<file path="src/umc_params.svh">
// constants of the user-mode command port: window offsets, command codes,
// frame fields and reset values
// assumes inclusion by every file that decodes the window or the frames
`ifndef UMC_PARAMS_SVH
`define UMC_PARAMS_SVH

// ==================================================================
// holding register window, word offsets as seen by the master
`define UMC_REG_CMD        16'h0020
`define UMC_REG_PAD        16'h0021
`define UMC_REG_ADDR_LO    16'h0022
`define UMC_REG_ADDR_HI    16'h0023
`define UMC_REG_DATA_LO    16'h0024
`define UMC_REG_MODE       16'h0025
`define UMC_WIN_BASE_HI    13'h0004
`define UMC_WIN_WORDS      3'h6

// ==================================================================
// command codes and the parameter handled inside this block
`define UMC_CMD_WRITE      16'h0002
`define UMC_CMD_READ       16'h0003
`define UMC_MODE_ADDR      32'hF0F00624
`define UMC_MODE_MSB       15
`define UMC_MODE_LSB       12
`define UMC_MODE_RESET     4'h0

// ==================================================================
// frame fields
`define UMC_TCP_PORT       16'h01F6
`define UMC_MBAP_LEN       8'h06
`define UMC_FC_READ        8'h03
`define UMC_FC_WRITE1      8'h06
`define UMC_FC_WRITEN      8'h10
`define UMC_UNIT_MAX       8'hF7
`define UMC_QTY_MAX        16'h007D

`endif

</file>
<file path="src/umc_pkg.sv">
// types shared by the user-mode command port
// assumes umc_params.svh for the numeric constants
`default_nettype none

package umc_pkg;
    // command executor states
    typedef enum logic [0:0] {
        UMC_ST_IDLE = 1'b0,
        UMC_ST_PAR  = 1'b1
    } umc_state_t;
endpackage : umc_pkg

`default_nettype wire

</file>
<file path="src/umc_frame_parser.sv">
// frame parser: turns request bytes into holding register writes and reads
// assumes bytes arrive from logic on ref_clk, one frame between frame ends,
// with the rtu checksum already checked and stripped upstream
`include "umc_params.svh"
`default_nettype none

module umc_frame_parser
    import umc_pkg::*;
(
    // clock and reset
    input  wire logic        ref_clk,
    input  wire logic        rst_n,
    // request bytes
    input  wire logic        rx_valid,
    input  wire logic [7:0]  rx_byte,
    input  wire logic        rx_last,
    input  wire logic        rx_rtu,
    input  wire logic [15:0] rx_port,
    input  wire logic [7:0]  unit_id_cfg,
    // decoded accesses
    output logic             wr_stb,
    output logic             wr_multi,
    output logic [15:0]      wr_addr,
    output logic [15:0]      wr_data,
    output logic             rd_stb,
    output logic             rd_last,
    output logic [15:0]      rd_addr,
    output logic             frame_done,
    output logic             frame_abort
);
    // ==================================================================
    // state
    logic [7:0]  idx_reg, idx_next, rel;
    logic        good_reg, good_next, ok;
    logic [7:0]  fc_reg, fc_next, hi_reg, hi_next;
    logic [15:0] start_reg, start_next, qty_reg, qty_next, wcnt_reg, wcnt_next;
    logic [15:0] rd_cnt_reg, rd_cnt_next, rd_ptr_reg, rd_ptr_next;
    logic        wr_stb_next, wr_multi_next, rd_stb_next, rd_last_next;
    logic        done_next, abort_next;
    logic [15:0] wr_addr_next, wr_data_next, rd_addr_next;

    // position inside the pdu, unit id first
    assign rel = idx_reg - (rx_rtu ? 8'h00 : `UMC_MBAP_LEN);

    // byte walk; a frame that breaks any check writes nothing further
    always_comb begin
        idx_next      = idx_reg;
        good_next     = good_reg;
        fc_next       = fc_reg;
        hi_next       = hi_reg;
        start_next    = start_reg;
        qty_next      = qty_reg;
        wcnt_next     = wcnt_reg;
        rd_cnt_next   = rd_cnt_reg;
        rd_ptr_next   = rd_ptr_reg;
        wr_stb_next   = 1'b0;
        wr_multi_next = wr_multi;
        wr_addr_next  = wr_addr;
        wr_data_next  = wr_data;
        rd_stb_next   = 1'b0;
        rd_last_next  = 1'b0;
        rd_addr_next  = rd_addr;
        done_next     = 1'b0;
        abort_next    = 1'b0;
        ok            = 1'b0;
        // read words go out one a cycle after the request frame
        if (rd_cnt_reg != 16'h0000) begin
            rd_stb_next  = 1'b1;
            rd_addr_next = rd_ptr_reg;
            rd_last_next = (rd_cnt_reg == 16'h0001);
            rd_ptr_next  = rd_ptr_reg + 16'h0001;
            rd_cnt_next  = rd_cnt_reg - 16'h0001;
        end
        if (rx_valid) begin
            idx_next = (idx_reg == 8'hFF) ? idx_reg : idx_reg + 8'h01;
            if (!rx_rtu && idx_reg < `UMC_MBAP_LEN) begin
                if (idx_reg == 8'h00 && rx_port != `UMC_TCP_PORT)
                    good_next = 1'b0;
                if ((idx_reg == 8'h02 || idx_reg == 8'h03) && rx_byte != 8'h00)
                    good_next = 1'b0;
            end else begin
                case (rel)
                    8'h00: begin
                        if (rx_byte != unit_id_cfg || unit_id_cfg == 8'h00 ||
                            unit_id_cfg > `UMC_UNIT_MAX)
                            good_next = 1'b0;
                    end
                    8'h01: begin
                        fc_next = rx_byte;
                        if (rx_byte != `UMC_FC_READ && rx_byte != `UMC_FC_WRITE1 &&
                            rx_byte != `UMC_FC_WRITEN)
                            good_next = 1'b0;
                    end
                    8'h02: start_next = {rx_byte, start_reg[7:0]};
                    8'h03: start_next = {start_reg[15:8], rx_byte};
                    8'h04: qty_next = {rx_byte, qty_reg[7:0]};
                    8'h05: begin
                        qty_next = {qty_reg[15:8], rx_byte};
                        wcnt_next = 16'h0000;
                        if (fc_reg == `UMC_FC_WRITE1 && good_reg) begin
                            wr_stb_next   = 1'b1;
                            wr_multi_next = 1'b0;
                            wr_addr_next  = start_reg;
                            wr_data_next  = {qty_reg[15:8], rx_byte};
                        end
                    end
                    8'h06: begin
                        if ({8'h00, rx_byte} != {qty_reg[14:0], 1'b0} ||
                            qty_reg == 16'h0000 || qty_reg > `UMC_QTY_MAX)
                            good_next = 1'b0;
                    end
                    default: begin
                        // payload words, high byte first, ascending registers
                        if (rel[0]) begin
                            hi_next = rx_byte;
                        end else if (good_reg && fc_reg == `UMC_FC_WRITEN &&
                                     wcnt_reg < qty_reg) begin
                            wr_stb_next   = 1'b1;
                            wr_multi_next = 1'b1;
                            wr_addr_next  = start_reg + wcnt_reg;
                            wr_data_next  = {hi_reg, rx_byte};
                            wcnt_next     = wcnt_reg + 16'h0001;
                        end
                    end
                endcase
            end
            if (rx_last) begin
                case (fc_reg)
                    `UMC_FC_WRITE1: ok = (rel == 8'h05);
                    `UMC_FC_READ:   ok = (rel == 8'h05) && qty_next != 16'h0000 &&
                                         qty_next <= `UMC_QTY_MAX;
                    `UMC_FC_WRITEN: ok = (wcnt_next == qty_reg) &&
                                         ({1'b0, rel} == {qty_reg[7:0], 1'b0} + 9'h006);
                    default:        ok = 1'b0;
                endcase
                ok = ok && good_next;
                done_next  = ok;
                abort_next = !ok;
                if (ok && fc_reg == `UMC_FC_READ) begin
                    rd_cnt_next = qty_next;
                    rd_ptr_next = start_reg;
                end
                idx_next  = 8'h00;
                good_next = 1'b1;
            end
        end
    end

    // registers
    always_ff @(posedge ref_clk or negedge rst_n) begin
        if (!rst_n) begin
            idx_reg <= 8'h00;       good_reg <= 1'b1;       fc_reg <= 8'h00;
            hi_reg <= 8'h00;        start_reg <= 16'h0000;  qty_reg <= 16'h0000;
            wcnt_reg <= 16'h0000;   rd_cnt_reg <= 16'h0000; rd_ptr_reg <= 16'h0000;
            wr_stb <= 1'b0;         wr_multi <= 1'b0;       wr_addr <= 16'h0000;
            wr_data <= 16'h0000;    rd_stb <= 1'b0;         rd_last <= 1'b0;
            rd_addr <= 16'h0000;    frame_done <= 1'b0;     frame_abort <= 1'b0;
        end else begin
            idx_reg <= idx_next;    good_reg <= good_next;  fc_reg <= fc_next;
            hi_reg <= hi_next;      start_reg <= start_next; qty_reg <= qty_next;
            wcnt_reg <= wcnt_next;  rd_cnt_reg <= rd_cnt_next; rd_ptr_reg <= rd_ptr_next;
            wr_stb <= wr_stb_next;  wr_multi <= wr_multi_next; wr_addr <= wr_addr_next;
            wr_data <= wr_data_next; rd_stb <= rd_stb_next; rd_last <= rd_last_next;
            rd_addr <= rd_addr_next; frame_done <= done_next; frame_abort <= abort_next;
        end
    end

    // ==================================================================
    // checks
    AST_PID_NONZERO_DROPS: assert property (@(posedge ref_clk) disable iff (!rst_n)
        rx_valid && !rx_last && !rx_rtu && idx_reg == 8'h02 && rx_byte != 8'h00
        |=> !good_reg) else $error("nonzero protocol id kept frame alive");
    AST_WRONG_UNIT_NO_WRITE: assert property (@(posedge ref_clk) disable iff (!rst_n)
        rx_valid && !rx_last && rel == 8'h00 && idx_reg >= (rx_rtu ? 8'h00 : 8'h06)
        && rx_byte != unit_id_cfg |=> !good_reg) else $error("foreign unit id accepted");
endmodule : umc_frame_parser

`default_nettype wire

</file>
<file path="src/umc_command_port.sv">
// user-mode command port: holding register window 32..37, command trigger,
// active user mode, and the parameter port to the rest of the sensor
// assumes request bytes from a tcp or rtu front end on ref_clk and a
// parameter store that answers par_req with a one-cycle par_ack
`include "umc_params.svh"
`default_nettype none

// How it works
// a write command in register 32 writes the data of registers 37 and 36 to the address in 35 and 34.
// a read command in register 32 reads the address in 35 and 34 and returns it in 37 and 36.
// the master aims at the user mode by loading 0xF0F0 into 35, 0x0624 into 34 and zero into 33 and 36.
// register 37 carries the user mode number 0 to 15 in its top nibble with the rest zero; a mode write does not check the rest of 37.
// after a read of the user mode address, register 37 shows the active mode in that format.
// tcp requests are only taken when they arrive on port 502.
// the transaction id is free and the protocol id must be zero or the frame is dropped.
// the unit id is configurable from 1 to 247 and a frame must carry it.
// a one-frame activation is function 16 at register 0x20, six registers, 12 bytes.
// payload words come high byte first in ascending register order, 32 up to 37.
// a gateway maps its output bytes 0-1 to register 32 up to bytes 10-11 to register 37.
// the gateway can load modes only once registers 32 to 37 are mapped to its output data.
// the window is accepted both from single-register writes and from one multiple write.
// single-register writers write register 32 last.
// a write to register 32 triggers, and codes other than read and write touch nothing; the code drops a trigger that comes while busy is high.
module umc_command_port
    import umc_pkg::*;
(
    // clock and reset
    input  wire logic        ref_clk,
    input  wire logic        resetn,
    // request bytes from the tcp or rtu front end
    input  wire logic        rx_valid,
    input  wire logic [7:0]  rx_byte,
    input  wire logic        rx_last,
    input  wire logic        rx_rtu,
    input  wire logic [15:0] rx_port,
    input  wire logic [7:0]  unit_id_cfg,
    // read answer words
    output logic             rsp_valid,
    output logic [15:0]      rsp_data,
    output logic             rsp_last,
    // parameter store
    output logic             par_req,
    output logic             par_we,
    output logic [31:0]      par_addr,
    output logic [31:0]      par_wdata,
    input  wire logic        par_ack,
    input  wire logic [31:0] par_rdata,
    // status
    output logic [3:0]       active_mode,
    output logic             busy,
    output logic             cmd_done,
    output logic             cmd_error
);
    // ==================================================================
    // reset release
    logic rst_meta, rst_n;
    always_ff @(posedge ref_clk or negedge resetn) begin
        if (!resetn) begin
            rst_meta <= 1'b0;
            rst_n    <= 1'b0;
        end else begin
            rst_meta <= 1'b1;
            rst_n    <= rst_meta;
        end
    end

    // ==================================================================
    // frame parser
    logic        wr_stb, wr_multi, rd_stb, rd_last, frame_done, frame_abort;
    logic [15:0] wr_addr, wr_data, rd_addr;

    umc_frame_parser u_parser (
        .ref_clk     (ref_clk),
        .rst_n       (rst_n),
        .rx_valid    (rx_valid),
        .rx_byte     (rx_byte),
        .rx_last     (rx_last),
        .rx_rtu      (rx_rtu),
        .rx_port     (rx_port),
        .unit_id_cfg (unit_id_cfg),
        .wr_stb      (wr_stb),
        .wr_multi    (wr_multi),
        .wr_addr     (wr_addr),
        .wr_data     (wr_data),
        .rd_stb      (rd_stb),
        .rd_last     (rd_last),
        .rd_addr     (rd_addr),
        .frame_done  (frame_done),
        .frame_abort (frame_abort)
    );

    // ==================================================================
    // window decode and trigger
    logic [15:0] win_reg [0:5];
    logic [15:0] win_next [0:5];
    logic        wr_hit, rd_hit, cmd_wr, go, is_mode, pend_reg, pend_next, fin_reg, fail_reg;
    logic [2:0]  wr_idx, rd_idx;
    logic [15:0] cmd_val;
    logic [31:0] tgt_addr, tgt_data;

    assign wr_idx  = wr_addr[2:0];
    assign rd_idx  = rd_addr[2:0];
    assign wr_hit  = wr_stb && wr_addr[15:3] == `UMC_WIN_BASE_HI && wr_idx < `UMC_WIN_WORDS;
    assign rd_hit  = rd_addr[15:3] == `UMC_WIN_BASE_HI && rd_idx < `UMC_WIN_WORDS;
    assign cmd_wr  = wr_stb && wr_addr == `UMC_REG_CMD;
    // a multiple write carries 32 first; it fires the cycle after the frame ends,
    // so the last word (37) has landed in the window before it is used
    assign go      = !busy && ((cmd_wr && !wr_multi) || (fin_reg && pend_reg));
    assign cmd_val = (cmd_wr && !wr_multi) ? wr_data : win_reg[0];
    assign tgt_addr = {win_reg[3], win_reg[2]};
    assign tgt_data = {win_reg[5], win_reg[4]};
    assign is_mode  = tgt_addr == `UMC_MODE_ADDR;

    // pending trigger from a multiple write, dropped when the frame fails
    always_comb begin
        pend_next = pend_reg;
        if (fin_reg || fail_reg)
            pend_next = 1'b0;
        if (cmd_wr && wr_multi)
            pend_next = 1'b1;
    end

    // ==================================================================
    // command executor
    umc_state_t  st_reg, st_next;
    logic [3:0]  mode_next;
    logic        req_next, we_next, done_next, err_next;
    logic [31:0] paddr_next, pwdata_next;

    always_comb begin
        st_next     = st_reg;
        mode_next   = active_mode;
        req_next    = par_req;
        we_next     = par_we;
        paddr_next  = par_addr;
        pwdata_next = par_wdata;
        done_next   = 1'b0;
        err_next    = cmd_error;
        for (int i = 0; i < 6; i++)
            win_next[i] = win_reg[i];
        if (wr_hit)
            win_next[wr_idx] = wr_data;
        case (st_reg)
            UMC_ST_IDLE: begin
                if (go) begin
                    err_next = 1'b0;
                    if (cmd_val == `UMC_CMD_WRITE && is_mode) begin
                        // register 36 must be zero; the low bits of 37 are not checked
                        if (tgt_data[11:0] == 12'h000 && win_reg[4] == 16'h0000)
                            mode_next = win_reg[5][`UMC_MODE_MSB:`UMC_MODE_LSB];
                        else
                            err_next = 1'b1;
                        done_next = 1'b1;
                    end else if (cmd_val == `UMC_CMD_READ && is_mode) begin
                        win_next[5] = {active_mode, 12'h000};
                        win_next[4] = 16'h0000;
                        done_next   = 1'b1;
                    end else if (cmd_val == `UMC_CMD_WRITE || cmd_val == `UMC_CMD_READ) begin
                        req_next    = 1'b1;
                        we_next     = (cmd_val == `UMC_CMD_WRITE);
                        paddr_next  = tgt_addr;
                        pwdata_next = tgt_data;
                        st_next     = UMC_ST_PAR;
                    end else begin
                        err_next = 1'b1;
                    end
                end
            end
            UMC_ST_PAR: begin
                // the store result wins over a master write landing the same cycle
                if (par_ack) begin
                    req_next  = 1'b0;
                    done_next = 1'b1;
                    st_next   = UMC_ST_IDLE;
                    if (!par_we) begin
                        win_next[5] = par_rdata[31:16];
                        win_next[4] = par_rdata[15:0];
                    end
                end
            end
            default: st_next = UMC_ST_IDLE;
        endcase
    end

    always_ff @(posedge ref_clk or negedge rst_n) begin
        if (!rst_n) begin
            st_reg      <= UMC_ST_IDLE;
            pend_reg    <= 1'b0;
            fin_reg     <= 1'b0;
            fail_reg    <= 1'b0;
            active_mode <= `UMC_MODE_RESET;
            par_req     <= 1'b0;
            par_we      <= 1'b0;
            par_addr    <= 32'h00000000;
            par_wdata   <= 32'h00000000;
            busy        <= 1'b0;
            cmd_done    <= 1'b0;
            cmd_error   <= 1'b0;
            for (int i = 0; i < 6; i++)
                win_reg[i] <= 16'h0000;
        end else begin
            st_reg      <= st_next;
            pend_reg    <= pend_next;
            fin_reg     <= frame_done;
            fail_reg    <= frame_abort;
            active_mode <= mode_next;
            par_req     <= req_next;
            par_we      <= we_next;
            par_addr    <= paddr_next;
            par_wdata   <= pwdata_next;
            busy        <= (st_next == UMC_ST_PAR);
            cmd_done    <= done_next;
            cmd_error   <= err_next;
            for (int i = 0; i < 6; i++)
                win_reg[i] <= win_next[i];
        end
    end

    // ==================================================================
    // read answers; outside the window reads as zero
    always_ff @(posedge ref_clk or negedge rst_n) begin
        if (!rst_n) begin
            rsp_valid <= 1'b0;
            rsp_data  <= 16'h0000;
            rsp_last  <= 1'b0;
        end else begin
            rsp_valid <= rd_stb;
            rsp_data  <= (rd_stb && rd_hit) ? win_reg[rd_idx] : 16'h0000;
            rsp_last  <= rd_stb && rd_last;
        end
    end

    // ==================================================================
    // checks
    AST_MODE_WRITE_LOADS: assert property (@(posedge ref_clk) disable iff (!rst_n)
        go && cmd_val == `UMC_CMD_WRITE && is_mode && tgt_data[11:0] == 12'h000
        && win_reg[4] == 16'h0000 |=> active_mode == $past(win_reg[5][15:12]) && cmd_done)
        else $error("mode write did not load the mode");
    AST_MODE_READ_FORMAT: assert property (@(posedge ref_clk) disable iff (!rst_n)
        go && cmd_val == `UMC_CMD_READ && is_mode
        |=> win_reg[5] == {active_mode, 12'h000} && win_reg[4] == 16'h0000)
        else $error("mode read returned a wrong word");
    AST_BAD_LOW_BITS: assert property (@(posedge ref_clk) disable iff (!rst_n)
        go && cmd_val == `UMC_CMD_WRITE && is_mode && tgt_data[11:0] != 12'h000
        |=> cmd_error && $stable(active_mode)) else $error("malformed mode word taken");
    AST_OTHER_CODE_IDLE: assert property (@(posedge ref_clk) disable iff (!rst_n)
        go && cmd_val != `UMC_CMD_WRITE && cmd_val != `UMC_CMD_READ
        |=> !par_req && $stable(active_mode) && cmd_error) else $error("stray code acted");
    AST_PAR_ISSUE: assert property (@(posedge ref_clk) disable iff (!rst_n)
        go && cmd_val == `UMC_CMD_READ && !is_mode
        |=> par_req && !par_we && par_addr == $past(tgt_addr)) else $error("read not issued");
    AST_PAR_HELD: assert property (@(posedge ref_clk) disable iff (!rst_n)
        par_req && !par_ack |=> par_req && $stable(par_addr) && $stable(par_wdata))
        else $error("parameter request dropped early");
    AST_MULTI_DEFERS: assert property (@(posedge ref_clk) disable iff (!rst_n)
        cmd_wr && wr_multi |-> !go ##1 pend_reg) else $error("multiple write fired early");
    AST_SINGLE_FIRES: assert property (@(posedge ref_clk) disable iff (!rst_n)
        cmd_wr && !wr_multi && !busy |-> go) else $error("register 32 write did not trigger");
    AST_READ_ANSWER: assert property (@(posedge ref_clk) disable iff (!rst_n)
        rd_stb && rd_addr == `UMC_REG_MODE |=> rsp_valid && rsp_data == $past(win_reg[5]))
        else $error("read answer wrong");

    COV_MODE_WRITE: cover property (@(posedge ref_clk) disable iff (!rst_n)
        fin_reg && pend_reg && is_mode ##1 cmd_done);
    COV_MODE_READ: cover property (@(posedge ref_clk) disable iff (!rst_n)
        go && cmd_val == `UMC_CMD_READ && is_mode);
    COV_PAR_CYCLE: cover property (@(posedge ref_clk) disable iff (!rst_n)
        par_req ##[1:20] par_ack);
    COV_ABORT: cover property (@(posedge ref_clk) disable iff (!rst_n)
        pend_reg && frame_abort);
endmodule : umc_command_port

`default_nettype wire

</file>
<file path="config.mk">
export PLATFORM = sky130hd
export DESIGN_NAME = umc_command_port
export DESIGN_NICKNAME = d
export VERILOG_FILES = /design/src/umc_pkg.sv /design/src/umc_frame_parser.sv /design/src/umc_command_port.sv
export VERILOG_INCLUDE_DIRS = /design/src
export SDC_FILE = /design/constraint.sdc
export NUM_CORES = 1
export LEC_CHECK = 0
export ABC_AREA = 1
export ABC_CLOCK_PERIOD_IN_PS = 15500
export BUFFER_PORTS_ARGS = -buffer_cell sky130_fd_sc_hd__buf_4
export CORE_MARGIN = 3
export CORE_UTILIZATION = 60
export DETAILED_ROUTE_END_ITERATION = 10
export PLACE_DENSITY = 0.8
export SLEW_MARGIN = 20
export SYNTH_ARGS = -nofsm -noshare
export SYNTH_HDL_FRONTEND = slang
export SYNTH_HIERARCHICAL = 1
export SYNTH_SLANG_ARGS = --single-unit
</file>
<file path="constraint.sdc">
create_clock -name ref_clk -period 15.5 [get_ports ref_clk]
set_input_delay 0.775 -clock ref_clk [delete_from_list [all_inputs] [get_ports ref_clk]]
set_output_delay 0.775 -clock ref_clk [all_outputs]
set_load 0.05 [all_outputs]
</file>
## Yosys cells after proc, flatten, opt, wreduce, memory -nomap -nowiden

Cells that the tools add are included.

- Add/subtract/negate cells: 7
- Order comparisons: 10
- Equal/unequal tests: 35
- Muxes and demuxes: 94
- Bitwise gates (word level): 10
- Reductions and logical operators: 62

Operators by type and width:

| cell | number |
|---|---|
| 2-to-1 mux 16 bit | 25 |
| 2-to-1 mux 32 bit | 6 |
| case mux 16 bit (2 select lines) | 5 |
| bitwise mux 96 bit | 1 |
| case mux 32 bit (2 select lines) | 1 |
| binary-select mux 16 bit (select 3 bit) | 1 |
| demux 16 bit (select 3 bit) | 1 |
| 2-to-1 mux 1 bit | 44 |
| == test 8 x 2 -> 1 bit (second input constant) | 5 |
| adder 16 x 1 -> 16 bit (second input constant) | 2 |
| == test 16 x 2 -> 1 bit (second input constant) | 2 |
| == test 32 bit (second input constant) | 1 |
| == test 8 x 3 -> 1 bit (second input constant) | 4 |
| zero test 16 bit | 2 |
| nonzero test 16 bit | 2 |
| logical AND 1 bit | 27 |
| == test 13 x 3 -> 1 bit (second input constant) | 2 |
| zero test 8 bit | 3 |
| adder 16 bit | 1 |
| == test 16 x 1 -> 1 bit (second input constant) | 1 |
| == test 16 bit | 1 |
| == test 16 x 6 -> 1 bit (second input constant) | 1 |
| > comparator 16 x 7 -> 1 bit (second input constant) | 1 |
| less-or-equal comparator 16 x 7 -> 1 bit (second input constant) | 1 |
| 40 further kinds | 78 |

- Flip-flop bits (word level): 351
- Bits of input ports: 70
- Output and inout bits: 91
- Word-level logic and storage cells: 259

## Depth between registers and ports, before layout

- Depth after elaboration: 18
- Depth in mapped cells: 27
- Mapped depth without buffers: 26

## Modules after synthesis

Netlist, hierarchy kept.

Modules (own cells, without submodules):

| module | times used | cells each | area an instance (µm²) |
|---|---|---|---|
| umc_frame_parser | 1 | 1421 | 10323.7 |
| umc_command_port | 1 | 1030 | 8684.6 |

## Least setup slack after synthesis

Ideal clock, no wire load.

- Path type: input to register
- From: input port rx_rtu
- To: register u_parser.rd_cnt_reg[2]
- Library setup time: 0.117 ns
- Arrival: 3.482 ns
- Setup slack: 11.901 ns
- Stages on the path: 21
- Path buffers: 1
- Path through: inv_1 ha_1 fa_1 inv_2 nand3_1 nor2_1 o211ai_2 nand4_4 nor2_4 nand2_1 nand3_1 nand3_1 nor2_1 nand3_1 nor2_1 nand2_1 nand2_2 nand4_4 buf_2 nor2_1 nor2_1

- Cells in the longest elaborated chain, start to end: 17
- Elaborated cells on any way between the ends: 36
- Classes of those cells: 1 x add/sub; 1 x order compare; 8 x eq/ne; 16 x mux; 10 x reduce/logical

Ends and longest elaborated chain:

| item | RTL line | text |
|---|---|---|
| start, declared | umc_command_port.sv:34 | `input wire logic rx_rtu,` |
| branches (longest 14 deep; another with less-or-equal comparator 16 x 7 -> 1 bit) | n/a |  |
| 2-to-1 mux 16 bit * | umc_frame_parser.sv:139 | `` if (ok && fc_reg == `UMC_FC_READ) begin `` |
| 2-to-1 mux 16 bit * | umc_frame_parser.sv:127 | `if (rx_last) begin` |
| 2-to-1 mux 16 bit * | umc_frame_parser.sv:74 | `if (rx_valid) begin` |
| named net u_parser.rd_cnt_next[2] | umc_frame_parser.sv:37 | `logic [15:0] rd_cnt_reg, rd_cnt_next, rd_ptr_reg, rd_ptr_next;` |
| end signal, assigned | umc_frame_parser.sv:161 | `wcnt_reg <= wcnt_next; rd_cnt_reg <= rd_cnt_next; rd_ptr_reg <= rd_ptr_next;` |
| end, declared | umc_frame_parser.sv:37 |  |

Mark *: on every way through the listed nets, which the timed path passes. The select of a mux whose other input is x is not followed.
A chain may end at the register's enable or synchronous reset.

## Final worst setup path

- From: register u_parser.qty_reg[3]
- To: register u_parser.rd_ptr_reg[3]

- Cells in the longest elaborated chain, start to end: 17
- Elaborated cells on any way between the ends: 35
- Classes of those cells: 1 x add/sub; 3 x order compare; 3 x eq/ne; 18 x mux; 10 x reduce/logical

Ends and longest elaborated chain:

| item | RTL line | text |
|---|---|---|
| start, declared | umc_frame_parser.sv:36 | `logic [15:0] start_reg, start_next, qty_reg, qty_next, wcnt_reg, wcnt_next;` |
| start signal, assigned | umc_frame_parser.sv:160 | `hi_reg <= hi_next; start_reg <= start_next; qty_reg <= qty_next;` |
| < comparator 16 bit | umc_frame_parser.sv:117 | `wcnt_reg < qty_reg) begin` |
| logical AND 1 bit | umc_frame_parser.sv:116 | `` end else if (good_reg && fc_reg == `UMC_FC_WRITEN && `` |
| 2-to-1 mux 16 bit | umc_frame_parser.sv:116 |  |
| 2-to-1 mux 16 bit | umc_frame_parser.sv:114 | `if (rel[0]) begin` |
| case mux 16 bit (2 select lines) | umc_frame_parser.sv:82 | `case (rel)` |
| 2-to-1 mux 16 bit | umc_frame_parser.sv:76 | `` if (!rx_rtu && idx_reg < `UMC_MBAP_LEN) begin `` |
| 2-to-1 mux 16 bit | umc_frame_parser.sv:74 |  |
| == test 16 bit | umc_frame_parser.sv:132 | `` `UMC_FC_WRITEN: ok = (wcnt_next == qty_reg) && `` |
| (+2 left out) | n/a |  |
| 2-to-1 mux 1 bit | umc_frame_parser.sv:127 |  |
| 2-to-1 mux 1 bit | umc_frame_parser.sv:74 |  |
| logical AND 1 bit * | umc_frame_parser.sv:136 | `ok = ok && good_next;` |
| logical AND 1 bit (no line) * | n/a |  |
| 2-to-1 mux 16 bit * | umc_frame_parser.sv:139 |  |
| 2-to-1 mux 16 bit * | umc_frame_parser.sv:127 |  |
| 2-to-1 mux 16 bit * | umc_frame_parser.sv:74 |  |
| named net u_parser.rd_ptr_next[3] | umc_frame_parser.sv:37 |  |
| end signal, assigned | umc_frame_parser.sv:161 |  |
| end, declared | umc_frame_parser.sv:37 |  |

Mark *: on every way through the listed nets, which the timed path passes. The rest lies on a longest branch. The select of a mux whose other input is x is not followed.

==> metrics <==
period utilisation layout=30.94%; Final WS setup=10.70 ns; worst hold path class=in2async; Fin Setup TNS=0 ns; CTS buffer count=38; CTS Buffer Depth=3; PwrDens=114.0 nW/um^2; clk_skew=0.01236 ns; drt initial violations=1839; Slew Limit Headroom=27.40%; Netlist cell types=62; Worst Path Required=15.90 ns; Ports=161; top cells by count, synth=nand2_1, dfrtp_1, inv_1; Die X=about 180 um; hold_buf cts=0; final setup fails=0; Critical Path Start Type=flop; grt ovf=0; Final Core Density=approximately 70%; Setup CP Type=reg2reg; area leader, netlist=dfrtp_1; Yosys reg bits=about 350; Initial Util=61.50%; nets@finish=2674; initial antenna violation count=0; final WL=58770 um; number of flops mapped to enable cells by yosys=0; Mapped Cells=2451; reg2reg end=u_parser/rd_ptr_reg[3]; Fin. Hold Viols=0; Synth warnings=6; FMAX=around 210 MHz; fill count=2562; clk sink count=351; CTS tree=done; postcts setup bufs=0; Detail Route Antenna Nets=0; worst-skew pair later-pin latency=0.52 ns; Port Buffer Count=160; Worst R2R Path Depth=22; area grow syn2layout=13.53%; root buf cell=clkbuf_16; CP Capture Type=flop; reg-to-reg setup timing slack=approximately 11 ns; actual slew at the worst max-slew pin=1.086 ns; Reg clk slew, reported paths=roughly 0.060 ns; Inst Count DP=2916; via count=17900; synthesized area=19010 um^2; CTS H-tree lvls=2; worst vdd ir=69.62 uV; height of the chip=between 150 and 200 um; RR Startpoint=u_parser/qty_reg[3]; DR WL/cell=19.71 um; ANT cells=0; vias in the first global route=around 17000; Resize count post-CTS=0; final RePlAce weighted congestion=about 0.95; die area=roughly 34000 um^2; max cap viols=0; Static Leakage=10.58 nW; Global Route Usage Sum=34.49%; core area=30910 um^2; floorplan row count=64; Synth area leaders=dfrtp_1, nand2_1, o21ai_0; sequential fraction of the synthesis area=46.22%; global-route wire length before repair=approximately 92000 um; peak fanout along the critical path=44; syn nets=around 2600; largest net degree at the start of global routing=93; drt pass-1 iters=5; detailed placer's ending HPWL=41660 um; Final min period=around 4.8 ns; Avg Cell Area, Syn=7.755 um^2; outcome=finished, final reports clean; count leader, synth=nand2_1; Main synth FF type=dfrtp_1; Synth top area share=between 40% and 50%; Design Power=0.002460 W; CP arrival=5.19 ns; Via density=between 6 and 7; Slew Limit Fails=0; async set-or-reset flop fraction in the synthesized netlist=100.0%; ratio of cells with drive above 1 in the final layout=11.91%; # DRC=0; Final Instance Count excl. Fillers=2982; Place WS=10.42 ns; RSZ-0062 raised after global routing=false
report_power, final:
group / internal, W / total (W) / switching [W]
Sequential: 0.000982 / 0.00107 / 0.0000905
Clock: 0.000518 / 0.000889 / 0.000371
Combinational: 0.000160 / 0.000499 / 0.000339
worst max-delay path by stage:
stage | start | to | slack, ns | cells after the start
after floorplan | rst_n | active_mode[0] | 4.99 | 0
after global placement | rx_rtu | u_parser/rd_ptr_reg[12] | 10.59 | 22
after detailed placement | rx_rtu | u_parser/rd_ptr_reg[14] | 10.42 | 22
after CTS | u_parser/qty_reg[3] | u_parser/rd_ptr_reg[3] | 10.82 | 22
after global routing | u_parser/qty_reg[3] | u_parser/rd_ptr_reg[14] | 10.25 | 22
final | u_parser/qty_reg[3] | u_parser/rd_ptr_reg[3] | 10.70 | 22
final cells by class:
cell class	instances	area, um^2	share of cell area, %
clock inverter	11	107.6	0.4986
timing repair buffer	171	1284	5.949
tap	396	495.5	2.296
inverter	257	964.7	4.470
sequential	351	8790	40.73
clock buffer	55	1115	5.166
multi-input combinational	1741	8825	40.89
per-stage QoR:
step	hold WS (ns)	cell area, um^2
after CTS	0.01326	21550
after global routing	0.01296	21580
final	0.02801	21580
after global placement	0.3337	20330
after floorplan	0.3312	19010
after detailed placement	0.3510	20330
critical path: stages, from the launching register on:
cell      delay [ns]
dfrtp_1         0.42
clkinv_1        0.34
ha_1            0.43
a21oi_1         0.15
nand2_1         0.07
nand2_1         0.06
nand2_1         0.10
nand2_1         0.63
nand3_1         0.28
nor2_1          0.31
nand2_1         0.13
nor2_1          0.10
nand2_1         0.07
nand3_1         0.12
nand2_1         0.06
nor2_1          0.08
nand2_1         0.06
nor2_1          0.10
nand2_1         0.14
nand2_2         0.12
nand4_4         0.48
nor2_1          0.31
nor2_1          0.08
cell usage in the layout, fill, tap and decap left out, drive strengths merged, types with 25 or more instances in the layout:
cell / synthesis / layout
nand4: 69 / 69
dfrtp: 350 / 350
nand2: 698 / 698
nand3: 180 / 180
clkbuf: 71 / 55
buf: 31 / 171
nor2: 173 / 173
nor3: 26 / 26
inv: 249 / 250
ha: 42 / 42
o21ai: 296 / 296
a21oi: 84 / 84
xor2: 25 / 25
kinds of logic after synthesis:
logic type | after synthesis | synth area share (%)
simple gates | 1186 | 27.36
buf+inv | 359 | 7.590
fa+ha+maj | 44 | 2.975
xor+xnor | 47 | 2.166
mux | 4 | 0.2106
other cells | 1 | 0.01973
compound gates | 459 | 13.46
flops | 351 | 46.22
per-layer routing:
metal	global-route usage [%]	share of wire, %
met1	43.45	39
met2	57.64	47
met3	5.046	7.7
met4	18.87	6.1
met5	0	0
Note: power is estimated with default switching activity, not from simulation.
